**config.mk**
```make
export PLATFORM = sky130hd
export DESIGN_NAME = dtg_guard
export DESIGN_NICKNAME = d
export VERILOG_FILES = /design/src/rtl/dtg_pkg.sv /design/src/rtl/dtg_guard.sv
export SDC_FILE = /design/constraint.sdc
export NUM_CORES = 1
export LEC_CHECK = 0
export ABC_AREA = 1
export BUFFER_PORTS_ARGS = -buffer_cell sky130_fd_sc_hd__buf_2
export CAP_MARGIN = 20
export CORE_UTILIZATION = 50
export CTS_BUF_LIST = sky130_fd_sc_hd__clkbuf_4
export DETAILED_ROUTE_END_ITERATION = 6
export PLACE_DENSITY = 0.76
export SLEW_MARGIN = 40
export SYNTH_ARGS = -nofsm -noshare
export SYNTH_HDL_FRONTEND = slang
export SYNTH_SLANG_ARGS = --single-unit
```
**constraint.sdc**
```tcl
create_clock -name core_clk -period 6.1 [get_ports core_clk]
set_input_delay 0.61 -clock core_clk [delete_from_list [all_inputs] [get_ports core_clk]]
set_output_delay 0.61 -clock core_clk [all_outputs]
set_load 0.05 [all_outputs]
```
**src/rtl/dtg_pkg.sv**
```systemverilog
// Notes on behaviour
// - write-autoprecharge to power-down: WL+4/2+WR+1 cycles
// - BC4 fixed write to pd: WL+2+recovery
// - recovery ns over period, rounded up
// - autoprecharge uses mode register zero WR
// - refresh to power-down at least 1 cycle
// - mode register set waits update delay
// - termination high 4 cycles, no/BC4 write
// - termination high 6 cycles with BL8 write
// - leveling first strobe edge after 40 cycles
// - leveling strobe enable after 25 cycles
// - refresh blocks activate, refresh 160 ns
// - average refresh interval 7.8 or 3.9 us
// - reads and sync termination need locked DLL
// - refresh to pd also honours frozen exit delay
// - short calibration needs 64 cycles
// - read to power-down waits RL+4+1 cycles
package dtg_pkg;
    localparam int CLK_PERIOD_PS = 25000;
    localparam int CW = 16;
    localparam int WRITE_RECOVERY_TIME_PS = 15000;
    localparam logic [CW-1:0] WR_CYC = CW'((WRITE_RECOVERY_TIME_PS
        + CLK_PERIOD_PS - 1) / CLK_PERIOD_PS);
    localparam int REFRESH_CYCLE_TIME_PS = 160000;
    localparam logic [CW-1:0] RFC_CYC = CW'((REFRESH_CYCLE_TIME_PS
        + CLK_PERIOD_PS - 1) / CLK_PERIOD_PS);
    localparam int REFI_NORMAL_NS = 7800;
    localparam int REFI_EXT_NS = 3900;
    localparam logic [CW-1:0] REFI_NORMAL_CYC = CW'(REFI_NORMAL_NS
        * 1000 / CLK_PERIOD_PS);
    localparam logic [CW-1:0] REFI_EXT_CYC = CW'(REFI_EXT_NS
        * 1000 / CLK_PERIOD_PS);
    localparam int MODE_UPDATE_DELAY_PS = 15000;
    localparam logic [CW-1:0] MOD_CYC = CW'((MODE_UPDATE_DELAY_PS
        + CLK_PERIOD_PS - 1) / CLK_PERIOD_PS) > 12 ? CW'((
        MODE_UPDATE_DELAY_PS + CLK_PERIOD_PS - 1) / CLK_PERIOD_PS)
        : 16'h000c;
    localparam int PD_EXIT_DLL_FROZEN_PS = 24000;
    localparam logic [CW-1:0] XPDLL_CYC = CW'((PD_EXIT_DLL_FROZEN_PS
        + CLK_PERIOD_PS - 1) / CLK_PERIOD_PS) > 10 ? CW'((
        PD_EXIT_DLL_FROZEN_PS + CLK_PERIOD_PS - 1) / CLK_PERIOD_PS)
        : 16'h000a;
    localparam logic [CW-1:0] REF_PD_CYC = 16'h0001;
    localparam logic [CW-1:0] TERM_HIGH_MIN_SHORT = 16'h0004;
    localparam logic [CW-1:0] TERM_HIGH_MIN_LONG = 16'h0006;
    localparam logic [CW-1:0] LEVEL_FIRST_STROBE_WAIT = 16'h0028;
    localparam logic [CW-1:0] LEVEL_STROBE_ENABLE_WAIT = 16'h0019;
    localparam logic [CW-1:0] ZQ_SHORT_CYC = 16'h0040;
    localparam logic [CW-1:0] BURST_TAIL_LONG = 16'h0004;
    localparam logic [CW-1:0] BURST_TAIL_SHORT = 16'h0002;
    localparam logic [CW-1:0] ONE = 16'h0001;
    localparam logic [CW-1:0] DLL_LOCK_CYC = 16'h0200;
    typedef enum logic [3:0] {
        DTG_NOP, DTG_ACT, DTG_RD, DTG_RDA, DTG_WR, DTG_WRA, DTG_REF,
        DTG_MRS, DTG_ZQCS, DTG_ODT, DTG_PRE, DTG_LVL, DTG_PDE,
        DTG_STROBE_EN, DTG_STROBE_EDGE
    } dtg_cmd_t;
endpackage

```
**src/rtl/dtg_guard.sv**
```systemverilog
`timescale 1ns/100ps
`default_nettype none
module dtg_guard (
    input wire logic core_clk,
    input wire logic rst,
    input wire logic req_valid,
    input wire logic [3:0] req_cmd,
    input wire logic req_bl8,
    input wire logic bc4_fixed,
    input wire logic ext_temp,
    input wire logic dll_relock,
    input wire logic [7:0] write_latency,
    input wire logic [7:0] read_latency,
    input wire logic [7:0] mode_register_zero_wr,
    input wire logic term_drop_req,
    output logic req_ready,
    output logic cmd_valid,
    output logic [3:0] cmd_out,
    output logic term_ctl,
    output logic refresh_due
);
    localparam int CW = dtg_pkg::CW;
    typedef struct packed {
        logic [CW-1:0] pd_wait;
        logic [CW-1:0] rfc_wait;
        logic [CW-1:0] refi_cnt;
        logic [CW-1:0] term_wait;
        logic [CW-1:0] lvl_en_wait;
        logic [CW-1:0] lvl_edge_wait;
        logic [CW-1:0] zq_wait;
        logic [CW-1:0] dll_wait;
        logic [CW-1:0] mod_wait;
        logic cmd_valid;
        logic [3:0] cmd_out;
        logic term_ctl;
        logic refresh_due;
    } dtg_state_t;
    dtg_state_t st, next_st;
    dtg_pkg::dtg_cmd_t cmd;
    logic [CW-1:0] wl, rl, wr_mr0, tail, pd_need;
    logic allowed;

    function automatic logic [CW-1:0] dec(input logic [CW-1:0] v);
        dec = (v == '0) ? v : v - dtg_pkg::ONE;
    endfunction
    function automatic logic [CW-1:0] mx(input logic [CW-1:0] a,
        input logic [CW-1:0] b);
        mx = (a > b) ? a : b;
    endfunction

    always_comb begin
        cmd = dtg_pkg::dtg_cmd_t'(req_cmd);
        wl = {8'h00, write_latency};
        rl = {8'h00, read_latency};
        wr_mr0 = {8'h00, mode_register_zero_wr};
        tail = bc4_fixed ? dtg_pkg::BURST_TAIL_SHORT
            : dtg_pkg::BURST_TAIL_LONG;
        pd_need = '0;
        unique case (cmd)
            dtg_pkg::DTG_WR: pd_need = wl + tail + dtg_pkg::WR_CYC;
            dtg_pkg::DTG_WRA: pd_need = wl + tail + wr_mr0
                + dtg_pkg::ONE;
            dtg_pkg::DTG_RD, dtg_pkg::DTG_RDA: pd_need = rl
                + dtg_pkg::BURST_TAIL_LONG + dtg_pkg::ONE;
            dtg_pkg::DTG_REF: pd_need = mx(dtg_pkg::REF_PD_CYC,
                dtg_pkg::XPDLL_CYC);
            dtg_pkg::DTG_MRS: pd_need = dtg_pkg::MOD_CYC;
            default: pd_need = '0;
        endcase
        allowed = (st.zq_wait == '0);
        unique case (cmd)
            dtg_pkg::DTG_ACT, dtg_pkg::DTG_REF:
                allowed = allowed && st.rfc_wait == '0;
            dtg_pkg::DTG_RD, dtg_pkg::DTG_RDA, dtg_pkg::DTG_ODT:
                allowed = allowed && st.dll_wait == '0;
            dtg_pkg::DTG_PDE:
                allowed = allowed && st.pd_wait == '0
                    && st.mod_wait == '0;
            dtg_pkg::DTG_STROBE_EN:
                allowed = st.lvl_en_wait == '0;
            dtg_pkg::DTG_STROBE_EDGE:
                allowed = st.lvl_edge_wait == '0;
            default: allowed = allowed;
        endcase
        req_ready = allowed;
        next_st = st;
        next_st.pd_wait = dec(st.pd_wait);
        next_st.rfc_wait = dec(st.rfc_wait);
        next_st.term_wait = dec(st.term_wait);
        next_st.lvl_en_wait = dec(st.lvl_en_wait);
        next_st.lvl_edge_wait = dec(st.lvl_edge_wait);
        next_st.zq_wait = dec(st.zq_wait);
        next_st.dll_wait = dec(st.dll_wait);
        next_st.mod_wait = dec(st.mod_wait);
        next_st.refi_cnt = dec(st.refi_cnt);
        next_st.cmd_valid = 1'b0;
        next_st.cmd_out = dtg_pkg::DTG_NOP;
        if (st.refi_cnt == dtg_pkg::ONE) begin
            next_st.refresh_due = 1'b1;
        end
        if (dll_relock) begin
            next_st.dll_wait = dtg_pkg::DLL_LOCK_CYC;
        end
        if (term_drop_req && st.term_wait == '0) begin
            next_st.term_ctl = 1'b0;
        end
        if (req_valid && allowed) begin
            next_st.cmd_valid = 1'b1;
            next_st.cmd_out = req_cmd;
            next_st.pd_wait = mx(next_st.pd_wait, pd_need);
            unique case (cmd)
                dtg_pkg::DTG_REF: begin
                    next_st.rfc_wait = dtg_pkg::RFC_CYC;
                    next_st.refresh_due = 1'b0;
                    next_st.refi_cnt = ext_temp ? dtg_pkg::REFI_EXT_CYC
                        : dtg_pkg::REFI_NORMAL_CYC;
                end
                dtg_pkg::DTG_MRS:
                    next_st.mod_wait = dtg_pkg::MOD_CYC;
                dtg_pkg::DTG_LVL: begin
                    next_st.lvl_en_wait =
                        dtg_pkg::LEVEL_STROBE_ENABLE_WAIT;
                    next_st.lvl_edge_wait =
                        dtg_pkg::LEVEL_FIRST_STROBE_WAIT;
                end
                dtg_pkg::DTG_ZQCS:
                    next_st.zq_wait = dtg_pkg::ZQ_SHORT_CYC;
                dtg_pkg::DTG_ODT: begin
                    next_st.term_ctl = 1'b1;
                    next_st.term_wait = mx(next_st.term_wait,
                        dtg_pkg::TERM_HIGH_MIN_SHORT - dtg_pkg::ONE);
                end
                dtg_pkg::DTG_WR, dtg_pkg::DTG_WRA:
                    if (st.term_ctl && req_bl8 && !bc4_fixed) begin
                        next_st.term_wait = mx(next_st.term_wait,
                            dtg_pkg::TERM_HIGH_MIN_LONG
                            - dtg_pkg::ONE);
                    end
                default: next_st.cmd_valid = 1'b1;
            endcase
        end
    end

    always_ff @(posedge core_clk or posedge rst) begin
        if (rst) begin
            st <= '0;
        end else begin
            st <= next_st;
        end
    end

    assign cmd_valid = st.cmd_valid;
    assign cmd_out = st.cmd_out;
    assign term_ctl = st.term_ctl;
    assign refresh_due = st.refresh_due;
endmodule
`default_nettype wire

```
==> results of run 1 <==
-- path summary, 6_finish.rpt --
kind / from / end / slack, ns / depth (start not counted)
worst max-delay path: bc4_fixed / st[135] / 2.03 / 33
worst min-delay path: rst / st[21] / 0.10 / 2
worst max register to register: st[135] / st[135] / 2.82 / 22
worst min register to register: st[54] / st[54] / 0.48 / 1
max in group asynchronous: rst / st[33] / 4.81 / 3
min in group core_clk: ext_temp / st[110] / 0.31 / 3
-- state kept, by name, summed over array words and instances (netlist names) --
name         count
cmd_valid        1
term_ctl         1
cmd_out          4
refresh_due      1
st             144
-- critical path: cells and delay by family --
family          cells  cell delay (ns)
simple gates       17             1.56
fa+ha+maj           4             1.17
compound gates      4             0.36
xor+xnor            1             0.29
buf+inv             7             0.50
-- layer usage --
metal | track usage | share of wire | vias up
li1 | - | - | 4444
met1 | 0.2925 | 0.48 | 3876
met2 | 0.3617 | 0.46 | 129
met3 | 0.04172 | 0.039 | 27
met4 | 0.07923 | 0.017 | 4
met5 | 0 | 0.0011 | -
-- synthesized netlist by cell type, types with 2 or more instances --
master	n	share of area
nand2_1	270	0.10
nor2_1	253	0.097
inv_1	206	0.079
dfrtp_1	151	0.38
nand3_1	100	0.051
xor2_1	52	0.046
a21oi_1	40	0.020
o21ai_0	40	0.020
nor3_1	36	0.018
ha_1	33	0.042
nand4_1	26	0.017
xnor2_1	26	0.023
nor2_2	12	0.0076
nor4_1	12	0.0076
nand2_2	10	0.0064
or2_2	10	0.0064
buf_4	8	0.0061
o21bai_1	8	0.0061
a31oi_1	5	0.0032
inv_2	5	0.0019
nand3b_1	5	0.0038
o211ai_1	5	0.0038
o21a_1	5	0.0038
o21ai_2	5	0.0045
o21ai_1	4	0.0020
o22ai_1	4	0.0025
a21o_1	3	0.0023
a221oi_1	2	0.0018
and2_1	2	0.0013
and3_1	2	0.0013
buf_6	2	0.0023
clkinv_1	2	0.00076
fa_1	2	0.0041
nand3_2	2	0.0020
nor2_4	2	0.0023
-- where the power goes --
| group | switching (mW) | internal (mW) | leakage (nW) |
|---|---|---|---|
| clock | 0.361 | 0.241 | 0.130 |
| sequential | 0.278 | 1.31 | 1.76 |
| combinational | 0.950 | 0.591 | 3.33 |
| total | 1.59 | 2.14 | 5.22 |
-- area by class of cell --
cell class | count | area (µm²) | share of cell area
Timing Repair Buffer | 45 | 234.0 | 0.02212
Clock inverter | 14 | 135.1 | 0.01278
Multi-Input combinational cell | 989 | 5157 | 0.4877
Tap cell | 260 | 325.3 | 0.03076
Clock buffer | 18 | 135.1 | 0.01278
Sequential cell | 151 | 3779 | 0.3573
Inverter | 213 | 807.0 | 0.07631
Antenna cell | 1 | 2.502 | 0.0002366
-- cells by family after synthesis --
kind of cell    Yosys count
simple gates            751
compound gates          123
buf+inv                 224
fa+ha+maj                35
flops                   151
mux                       2
xor+xnor                 78
-- per-stage QoR --
step / utilization / hold slack [ns]
floorplan: - / 0.4416
global placement: 0.5426 / 0.4624
detailed placement: 0.5434 / 0.4648
CTS: 0.5576 / 0.1339
global route: 0.5579 / 0.1658
finish: 0.5579 / 0.1009
==> results by stage, run 1 <==
Placed design:
- In this run, placement finished with an instance count of approximately 1,700.
- At the placement stage, the worst setup path has a slack of roughly 1.5 ns.
- The global placer's final weighted congestion is ~0.9.
- After detailed placement, the total cell area comes to 10,300 µm².
- Summed over all nets, the half-perimeter wirelength after detailed placement is 16,270 µm.
- The quantity of I/O buffers inserted on ports is 43.

Cells and area:
- The layout has 1,779 filler cells.
- The net count of the finished layout is roughly 1,500.
- Of the cells placed in the final design, the portion with a size suffix greater than 1 is 0.08881.
- The area growth from synthesis to layout is 7.696%.
- In the layout the commonest cells are nand2_1 (270), nor2_1 (252), inv_1 (205).
- The number of standard cells in the layout, taps in and fillers out is 1,691.
- Leaving out fill and tap cells, the most frequent cell in the layout is nand2_1.
- The finished layout cell area is roughly 11,000 µm².

Clock tree:
- TritonCTS created 17 clock buffers.
- The clock transition time at the flip-flop clock pins of the worst setup and hold paths is 0.13 ns.
- The count of clock tree sinks is ~150.
- The clock root buffer is clkbuf_4.
- The number of buffers inserted by post-CTS setup repair is 0.
- The hold buffer count at cts is 0.
- The later pin in the worst-skew pair is clocked with a latency of ~0.57 ns.
- The maximum clock path buffer count is 2.
- The maximum level of the CTS H-tree is 4.
- Gates resized during post-CTS repair numbered 0.
- The CTS tree is done.

Min path:
- The type of the tightest min-delay check is input port to async pin.

Synth:
- Of all flip-flops after synthesis, the portion carrying an async set or reset was 1.000.
- Counting flops with a built-in enable in the synthesized netlist gives 0.
- In this run the cell area of the synthesized design comes to ~10000 µm².
- The area share of and/or/nand/nor cells after synthesis is 0.3347.
- In the synthesized netlist, the number of instances is ~1,400.
- For this run, the leading register cell type out of synthesis is dfrtp_1.
- After synthesis the netlist holds a flip-flop and latch count of about 150.
- Of the total synthesized cell area, the portion taken by full adders, half adders and majority gates is 0.04613.
- The unique cell type count in the Yosys netlist is between 40 and 50.
- The number of warnings issued by yosys is 0.
- The synthesized area per cell is slightly above 7 µm².
- Of the synthesized area, sequential elements account for 0.3848.
- Of the post-synthesis cell area, the part taken by muxes is 0.002166.
- The share of the synthesized area in compound gates (AO/OA/AOI/OAI) is 0.07238.
- Of the total synthesized cell area, the portion taken by XOR and XNOR cells is 0.06957.
- The largest family of logic cells by synthesized area is simple AND/OR/NAND/NOR gates.
- The number of nets handed over by synthesis was approximately 1,400.

STA:
- For the finished layout, the period the worst path requires is ~4.1 ns.
- The number of pins exceeding their max-slew limit in the final report was 0.
- The hold violation count in the final report came to 0.
- Dividing the final minimum period by the clock period gives 0.6668.
- The number of setup violations in the final report is 0.
- Setup repair after global routing left no endpoint under its margin.
- The headroom to the max-slew limit is 0.5428.
- For the pin with the worst max-slew slack, the measured transition is about 0.7 ns.
- The final-layout setup total negative slack is 0 ns.
- The worst path setup slack after routing is a little over 2 ns.
- The top achievable clock speed is about 0.25 GHz.
- On the final layout, the worst clock skew is about 0.024 ns.

Worst setup path:
- The type of element capturing the critical path is a flip-flop.
- The biggest cell delay along the critical path is approximately 0.39 ns.
- For the worst setup path, the data required time is 6.54 ns.
- The category of the most critical setup path is input port to flip-flop.
- The cell with the largest stage delay on the worst path is fa_1.
- Along the worst path, the maximum fanout reaches 18.
- The data arrival at the endpoint of the critical path is about 4.5 ns.
- The cell with the most instances on the worst path is nand2_1.
- The startpoint kind of the worst setup timing path is an input port.

Pwr:
- The maximum vdd ir drop is approximately 0.00017 V.
- Overall power consumption after layout is estimated at 3.730 mW.
- For this design the ratio of total power to cell area is between 300 and 400 nW/µm².
- Summed over all cells, the static leakage comes to roughly 5.2 nW.

Route:
- The remaining routing DRC violations is 0.
- The routed layout has about 8,500 vias.
- Dividing the detail-routed wire length by the instance count gives 12.35 µm.
- The ratio of routed vias to standard cells is 5.015.
- The detail route stage leaves a number of antenna-violating nets equal to 0.
- The final layout contains routed wiring with a total length of ~21,000 µm.
- For this block, the initial DRC count from the detailed router was 498.
- The pre-antenna-repair detailed-routing pass consisted of 5 iterations.

Die:
- The overall die area is just over 20,000 µm².
- The horizontal die dimension is 142.1 µm.
- The number of standard-cell rows in the floorplan is 50.
- The initial core utilization is 0.5180.
- Pin placement for this block handled 44 I/O pins.
- The core area is between 15,000 and 20,000 µm².
- In this run the vertical extent of the chip is around 140 µm.

Global routing:
- The number of antenna violations at the first check in global routing was 4.
- Summed over all layers, the global routing overflow is 0.
- Entering global routing, the biggest net connects 100 pins.
- In the global route stage, overall resource usage came out at 0.2212.
- The via count of the first global-routing pass is 7,855.
- The first global-routing pass estimated 35,690 µm of wire.

Job:
- Max-cap violations in this run came to 0.

Status:
- The flow ran to the end, and the final reports show no timing, DRC or antenna violations.
Note: power is estimated with default switching activity, not from simulation.
==> run 2: changes to the inputs <==
--- a/config.mk
+++ b/config.mk
@@ -11,7 +11,7 @@
 export CORE_UTILIZATION = 50
 export CTS_BUF_LIST = sky130_fd_sc_hd__clkbuf_4
 export DETAILED_ROUTE_END_ITERATION = 6
-export PLACE_DENSITY = 0.76
+export PLACE_DENSITY = 0.79
 export SLEW_MARGIN = 40
 export SYNTH_ARGS = -nofsm -noshare
 export SYNTH_HDL_FRONTEND = slang
==> constraint.sdc (replaced) <==
create_clock -name core_clk -period 3.5 [get_ports core_clk]
set_input_delay 0.35 -clock core_clk [delete_from_list [all_inputs] [get_ports core_clk]]
set_output_delay 0.35 -clock core_clk [all_outputs]
set_load 0.05 [all_outputs]
==> run 2 against run 1 <==
Cell area grew 5.2%. Worst hold slack lost 0.063 ns. Routed wire length grew 5.5%. Critical path type unchanged. Largest cell class unchanged. Highest routed layer is now met4.
==> results by stage, run 2 (same netlist as run 1, synthesis figures left out) <==
Global routing:
- The global router's overall resource usage is 0.2285 (+0.007252).
- The maximum number of pins on one net before global-route repair is 152 (+52%).
- The via count of the first global-routing pass is 8,138 (+3.6%).
- The number of antenna violations at the first check in global routing came to 1 (-3).
- The sum of overflow across all layers after global routing is 0 (unchanged).
- The first-pass GRT wire length is 37,160 µm (+4.1%).

Status:
- The run finished with clean final reports.

Clock tree:
- The maximum clock path buffer count is 2 (unchanged).
- The clock latency of the later-clocked register in the worst-skew pair was 0.58 ns (about the same).
- The tree is rooted in a clkbuf_4.
- The clock transition time at the flip-flop clock pins of the worst setup and hold paths is 0.14 ns (about the same).
- The count of clock tree sinks was 151 (unchanged).
- The maximum level of the CTS H-tree is 4 (unchanged).
- The number of buffers created by CTS was 17 (unchanged).
- TritonCTS built the clock tree.

Job:
- The number of maximum-capacitance violations is 0 (unchanged).

Cells and area:
- The flip-flop count of the largest register after layout is 144 (unchanged).
- The footprint of the flip-flops and latches is 3779 µm² (unchanged).
- From synthesis to final layout, the design area changed by 13.28%.
- The commonest non-fill, non-tap cell in the layout is nand2_1.
- Ranked by flip-flop count, first place goes to st.
- The total area of multi-input combinational cells is 5338 µm² (+3.5%).
- The utilization after layout is 0.5868 (+0.02891).
- The net count of the finished layout is 1,527 (+2.6%).
- The number of filler instances in the final layout is 1,703 (-4.3%).
- Leaving out fill and tap cells, the most frequent cells in the layout are nand2_1 (259), nor2_1 (253), inv_1 (200).
- The share of final-layout standard cells stronger than drive strength 1 came to 0.1382 (+0.04938).

Pwr:
- The leakage power figure is 5.452 nW (+4.5%).
- The maximum vdd ir drop was 0.0002861 V (+70%).
- The power per standard cell area was 601.8 nW/µm² (+71%).
- The total chip power was 6.693 mW (+79%).

STA:
- The number of pins exceeding their max-slew limit in the final report is 0 (unchanged).
- Dividing the final minimum period by the clock period gives 0.9687.
- The number of setup violations in the final report is 0 (unchanged).
- The largest clock skew in the final design came to 0.01754 ns (-0.006735 ns).
- Setup repair after global routing could not meet its margin everywhere.
- The hold violation count in the final report is 0 (unchanged).
- The transition time at the pin with the least slew margin came to 0.6230 ns (-0.06281 ns).
- Subtracting the final worst setup slack from the clock period gives about 3.4 ns.
- The headroom to the max-slew limit was 0.5846 (+0.04187).
- The top achievable clock speed is a little under 0.3 GHz.

Worst setup path:
- The highest net fanout along the worst path came to 4 (-14).
- The type of element capturing the critical path is a flip-flop.
- The critical path is of the input port to flip-flop type.
- The required time at the endpoint of the critical path was 3.98 ns (-2.56 ns).
- The cell with the largest stage delay on the worst path is fa_2.
- By instance count, the cell type seen most on the critical path is nand2_1.
- The data arrival at the endpoint of the critical path is 3.87 ns (-0.64 ns).
- The startpoint kind of the worst setup timing path is an input port.
- The biggest cell delay along the critical path is 0.41 ns (+0.02 ns).

Die:
- The number of standard-cell rows in the floorplan was 50 (unchanged).
- The overall die area is 20,200 µm² (unchanged).
- The number of top-level pins is 44 (unchanged).
- The core area came to 18,960 µm² (unchanged).
- The initial core utilization is 0.5180 (unchanged).
- The horizontal die dimension is 142.1 µm (unchanged).
- The overall die height came to 142.1 µm (unchanged).

Route:
- The ratio of routed vias to standard cells is 5.115 (+2.0%).
- The remaining antenna violation count came to 0 (unchanged).
- The number of detailed-routing iterations run before antenna repair came to 5 (unchanged).
- The vias after detailed routing came to 8,849 (+4.4%).
- The count of routing violations after the opening detailed-route iteration is 507 (+1.8%).
- The routed length per placed instance came to 12.74 µm (+3.1%).
- The remaining routing DRC violations was 0 (unchanged).
- The total wirelength of the detailed-routed design was 22,040 µm (+5.5%).

Placed design:
- The global placer's final weighted congestion is 0.9481 (+3.4%).
- The detailed placer's ending HPWL is 16,330 µm (+0.38%).
- The quantity of I/O buffers inserted on ports was 43 (unchanged).

Min path:
- In this run the worst hold path is classified as input port to flip-flop.
## run 2: cell types whose count changed in the layout (fill, tap and decap cells not counted), moves of 4 or more
cell | before | now
buf_4 | 1 | 34
inv_6 | 0 | 4
ha_1 | 33 | 25
inv_1 | 205 | 200
clkinv_1 | 6 | 2
nand2_1 | 270 | 259
ha_4 | 0 | 7
nand2_2 | 10 | 21
inv_2 | 5 | 10
## run 2: layer usage
metal | wire length (µm) | global-route usage | part of all wire
met1 | 10390 | 0.3092 | 0.47
met2 | 10130 | 0.3648 | 0.46
met4 | 527 | 0.08942 | 0.024
met3 | 1000 | 0.03937 | 0.045
met5 | 0 | 0 | 0
## run 2: per-stage QoR
step / cell area (µm²) / TNS, ns / hold WS (ns) / setup WS [ns] / cells
final: 11120 / 0 / 0.03757 / 0.1095 / 1730
after global routing: 11120 / -0.7951 / 0.04984 / -0.09545 / 1730
after CTS: 10900 / 0 / 0.001610 / 0.09332 / 1722
after detailed placement: 10610 / -4.946 / 0.4614 / -0.5243 / 1688
after global placement: 10610 / -4.249 / 0.4602 / -0.4592 / 1688
after floorplan: 9902 / -1.110 / 0.4416 / -0.1688 / 1364
## run 2: worst paths after layout
check | slack, ns | endpoint | cells past startpoint | from
max in group asynchronous | 2.38 | st[66] | 5 | rst
setup / recovery | 0.11 | st[144] | 26 | bc4_fixed
hold / removal | 0.04 | term_ctl | 4 | term_drop_req
hold reg to reg | 0.49 | st[54] | 1 | st[54]
setup reg to reg | 0.28 | st[144] | 23 | st[135]
min in group asynchronous | 0.34 | st[93] | 4 | rst
## run 2: area by class of cell
| class | count | area share |
|---|---|---|
| clock inverters | 15 | 0.01260 |
| clock buffers | 17 | 0.01147 |
| diodes | 1 | 0.0002250 |
| flip-flops and latches | 151 | 0.3397 |
| repair buffers | 84 | 0.05467 |
| well taps | 260 | 0.02925 |
| inverters | 213 | 0.07222 |
| multi-input cells | 989 | 0.4799 |
## run 2: worst max-delay path: cells and delay by family
family | cells | cell delay [ns]
and+or+nand+nor | 11 | 0.92
AOI/OAI and AO/OA | 4 | 0.51
buffers and inverters | 7 | 0.86
xor gates and xnor gates | 1 | 0.24
adders and majority gates | 3 | 0.95
## run 2: power by group
group          switching [mW]  internal, mW  total [mW]  leakage, nW
Combinational            1.76          1.13        2.89         3.56
Sequential              0.494          2.28        2.77         1.76
Clock                   0.722         0.308        1.03        0.139
Total                    2.98          3.72        6.69         5.45
## run 2: what timing repair did
item / 4_1_cts / 5_1_grt
hold buffers: 2 / 0
buffers inserted: 0 / 4
hold endpoints to repair: 30 / 0
setup endpoints to repair: 0 / 10
gates resized for setup: 0 / 20
==> run 3: changes to the inputs <==
--- a/config.mk
+++ b/config.mk
@@ -5,7 +5,6 @@
 export SDC_FILE = /design/constraint.sdc
 export NUM_CORES = 1
 export LEC_CHECK = 0
-export ABC_AREA = 1
 export BUFFER_PORTS_ARGS = -buffer_cell sky130_fd_sc_hd__buf_2
 export CAP_MARGIN = 20
 export CORE_UTILIZATION = 50
@@ -16,3 +15,4 @@
 export SYNTH_ARGS = -nofsm -noshare
 export SYNTH_HDL_FRONTEND = slang
 export SYNTH_SLANG_ARGS = --single-unit
+export TNS_END_PERCENT = 20
==> run 3 against run 2 <==
Global-route usage fell by 0.084 points. Clock skew shrank 0.00097 ns. Critical path type unchanged. The flow now finishes with violations (negative setup slack). First-iteration DRC count down 21%. Highest routed layer unchanged. Flip-flop and latch count stayed put. Combinational power shrank 39%. Critical endpoint is now st[142]. Die area down 8.7%. Critical path depth shrank 6.
==> results by stage, run 3 <==
Route:
- The remaining routing DRC violations was 0 (unchanged).
- The routed length per placed instance is 14.85 µm (+17%).
- The ratio of routed vias to standard cells is 5.664 (+11%).
- The remaining antenna violation count is 0 (unchanged).
- The count of routing violations after the opening detailed-route iteration is 400 (-21%).
- The vias after detailed routing is 7,510 (-15%).
- The number of detailed-routing iterations run before antenna repair came to 5 (unchanged).
- The total wirelength of the detailed-routed design is 19,700 µm (-11%).

Clock tree:
- The clock root buffer is clkbuf_4.
- The maximum level of the CTS H-tree was 4 (unchanged).
- The count of clock tree sinks is 151 (unchanged).
- The clock latency of the later-clocked register in the worst-skew pair is 0.56 ns (-0.02 ns).
- TritonCTS built the clock tree.
- The clock transition time at the flip-flop clock pins of the worst setup and hold paths is 0.11 ns (-0.03 ns).
- The maximum clock path buffer count is 2 (unchanged).
- The number of buffers created by CTS was 17 (unchanged).

Worst setup path:
- The reg-to-reg setup timing slack is -0.03 ns (-0.31 ns).
- The startpoint kind of the worst setup timing path is an input port.
- The required time at the endpoint of the critical path came to 3.97 ns (about the same).
- The worst flop-to-flop path startpoint is st[136].
- STA classifies the critical path endpoint as a flip-flop.
- The category of the most critical setup path is input port to flip-flop.
- The depth of the worst register-to-register path is 16 (-30%).
- In this run the critical register-to-register path is captured at st[142].
- The highest net fanout along the worst path is 5 (+1).
- The data arrival at the endpoint of the critical path is 4.12 ns (+0.25 ns).

Synth:
- The share of the synthesized area in the top cell type is 0.4223 (+0.03745).
- The mapped cell area came to 8949 µm² (-8.9%).
- After synthesis, the cell types taking the most area are dfrtp_1 (42%), xnor2_1 (6.2%), xor2_1 (5.9%), nor2_1 (5.3%), ha_1 (4.6%).
- The portion of the post-synthesis area used by sequential elements is 0.4223 (+0.03745).
- For this run, the leading register cell type out of synthesis is dfrtp_1.
- After synthesis, the most frequently instantiated cells are dfrtp_1 (151), nor2_1 (127), nand2_1 (77).
- The proportion of synthesized flip-flops having asynchronous set or reset is 1.000 (unchanged).
- The number of enable flip-flop cells after synthesis is 0 (unchanged).
- The synthesized design spends more area on one cell type than any other, namely dfrtp_1.
- The synthesized area per cell is 9.150 µm² (+27%).
- The most frequently used cell type in the post-synthesis netlist is dfrtp_1.
- The number of warnings issued by yosys is 0 (unchanged).
- The unique cell type count in the Yosys netlist was 64 (+31%).
- The net count of the mapped netlist came to 1,049 (-27%).
- The post-synthesis register bit count is 151 (unchanged).
- The post-synthesis cell count is 978 (-28%).

Pwr:
- The power per standard cell area is 540.2 nW/µm² (-10%).
- The maximum vdd ir drop is 0.0002503 V (-12%).
- The leakage power figure is 4.381 nW (-20%).

Min path:
- The type of the tightest min-delay check is input port to flip-flop.
- The cell count of the worst hold path was 3 (-1).
- The endpoint of the worst hold path is term_ctl.
- The worst hold path begins at term_drop_req.

Cells and area:
- The number of filler instances in the final layout came to 1,512 (-11%).
- The share of final-layout standard cells stronger than drive strength 1 came to 0.1727 (+0.03454).
- The flip-flop count of the largest register after layout is 144 (unchanged).
- The area growth from synthesis to layout is 16.12%.
- The utilization after layout was 0.5966 (+0.009825).
- Leaving out fill and tap cells, the most frequent cell in the layout is dfrtp_1.
- The footprint of the flip-flops and latches is 3779 µm² (unchanged).
- st holds more flip-flops than any other register.
- The library cells used most frequently in the layout, excluding fill and tap cells, are dfrtp_1 (151), nor2_1 (126), nand2_1 (77).
- The net count of the finished layout was 1,160 (-24%).
- The total area of multi-input combinational cells is 5020 µm² (-6.0%).

STA:
- The number of setup violations in the final report came to 10 (+10).
- The largest clock skew in the final design is 0.01658 ns (-0.0009690 ns).
- The final cycle utilization of the critical path was 1.043 (+0.07468).
- The top achievable clock speed came to 0.2738 GHz (-7.2%).
- The clock period minus worst slack is 3.652 ns (+0.2614 ns).
- The hold violation count in the final report is 0 (unchanged).
- The worst path setup slack after routing is -0.1519 ns (-0.2614 ns).
- The number of pins exceeding their max-slew limit in the final report is 0 (unchanged).
- The transition time at the pin with the least slew margin came to 0.7700 ns (+0.1470 ns).
- The headroom to the max-slew limit was 0.4819 (-0.1027).
- Setup repair after global routing could not meet its margin everywhere.
- The smallest hold slack is 0.1005 ns (+0.06292 ns).

Die:
- The overall die height is 135.8 µm (-4.5%).
- The number of top-level pins was 44 (unchanged).
- The core area came to 17,420 µm² (-8.1%).
- The number of standard-cell rows in the floorplan is 48 (-4.0%).
- The initial core utilization came to 0.5138 (-0.004227).
- The horizontal die dimension was 135.8 µm (-4.5%).
- The overall die area is 18,440 µm² (-8.7%).

Status:
- The flow ran to the end, but the final reports show violations.
- The checks that failed: negative setup slack.

Global routing:
- The first-pass GRT wire length is 33,550 µm (-9.7%).
- The sum of overflow across all layers after global routing was 0 (unchanged).
- The global router's overall resource usage is 0.2276 (-0.0008361).
- The via count of the first global-routing pass is 7,303 (-10%).
- The maximum number of pins on one net before global-route repair is 152 (unchanged).
- The number of antenna violations at the first check in global routing is 1 (unchanged).

Placed design:
- The detailed placer's ending HPWL is 14,270 µm (-13%).
- The quantity of I/O buffers inserted on ports was 43 (unchanged).
- The global placer's final weighted congestion is 0.9123 (-3.8%).
- The minimum setup slack after placement is -0.8558 ns (-0.3315 ns).

Job:
- The number of maximum-capacitance violations is 0 (unchanged).
run 3: kinds of logic (layout without fill, tap and decap cells):
logic type / count (synthesis) / after routing / synth area share
flip-flops: 151 / 151 / 0.4223
XOR/XNOR: 123 / 123 / 0.1204
buffers and inverters: 67 / 189 / 0.03132
other: 0 / 1 / 0
AND/OR/NAND/NOR: 465 / 465 / 0.2725
AO/OA/AOI/OAI: 123 / 123 / 0.08669
adder cells (fa/ha/maj): 35 / 35 / 0.05062
multiplexers: 14 / 14 / 0.01622
run 3: what timing repair did:
item | in CTS | in global routing
hold buffers | 1 | 1
buffers inserted | 3 | 2
endpoints found under the hold margin | 2 | 52
gates resized for setup | 13 | 15
endpoints found under the setup margin | 11 | 13
pin swaps | 6 | 7
run 3: worst max path at each step:
stage | endpoint | slack [ns] | start
6_report | st[142] | -0.15 | bc4_fixed
4_1_cts | st[142] | -0.05 | bc4_fixed
3_3_place_gp | st[136] | -0.72 | bc4_fixed
5_1_grt | st[142] | -0.28 | bc4_fixed
2_1_floorplan | st[142] | -0.61 | bc4_fixed
3_5_place_dp | st[142] | -0.86 | bc4_fixed
run 3: power breakdown:
group          total, mW  internal [mW]  switching, mW
logic               1.76          0.846          0.912
registers           2.73           2.19          0.541
clock network       1.12          0.495          0.628
total               5.61           3.53           2.08
run 3: per-layer routing:
| metal | vias to the layer above | global-route usage | part of all wire |
|---|---|---|---|
| met5 | - | 0 | 0 |
| met4 | 0 | 0.08739 | 0.023 |
| met3 | 40 | 0.04489 | 0.038 |
| met2 | 167 | 0.3741 | 0.48 |
| met1 | 3610 | 0.2953 | 0.46 |
| li1 | 3693 | - | - |
run 3: final cells by class:
class | count | area share
sequential | 151 | 0.3636
timing repair buffer | 122 | 0.08441
clock inverter | 12 | 0.01481
tap | 225 | 0.02709
clock buffer | 18 | 0.01300
inverter | 37 | 0.01373
antenna | 1 | 0.0002408
multi-input combinational | 760 | 0.4831
run 3: worst max-delay path, stage by stage:
cell	delay (ns)
buf_8	0.10
buf_6	0.11
fa_2	0.40
nand3b_1	0.21
xnor2_2	0.16
ha_1	0.31
or3_1	0.34
o21ai_2	0.09
a21oi_2	0.06
xor2_1	0.17
a221oi_2	0.27
ha_1	0.31
a21oi_2	0.13
o21ai_1	0.07
and2_1	0.13
o31a_1	0.26
o22ai_4	0.11
and3_4	0.22
buf_6	0.11
mux2i_1	0.20
run 3: metrics by stage:
step	setup TNS (ns)	area [µm²]	std cells	power [mW]
6_report	-0.7451	10390	1326	5.614
5_1_grt	-2.378	10390	1326	6.003
4_1_cts	-0.1014	10270	1321	5.590
3_5_place_dp	-7.847	9915	1287	4.446
3_3_place_gp	-6.712	9915	1287	4.353
2_1_floorplan	-5.728	9017	978	3.952
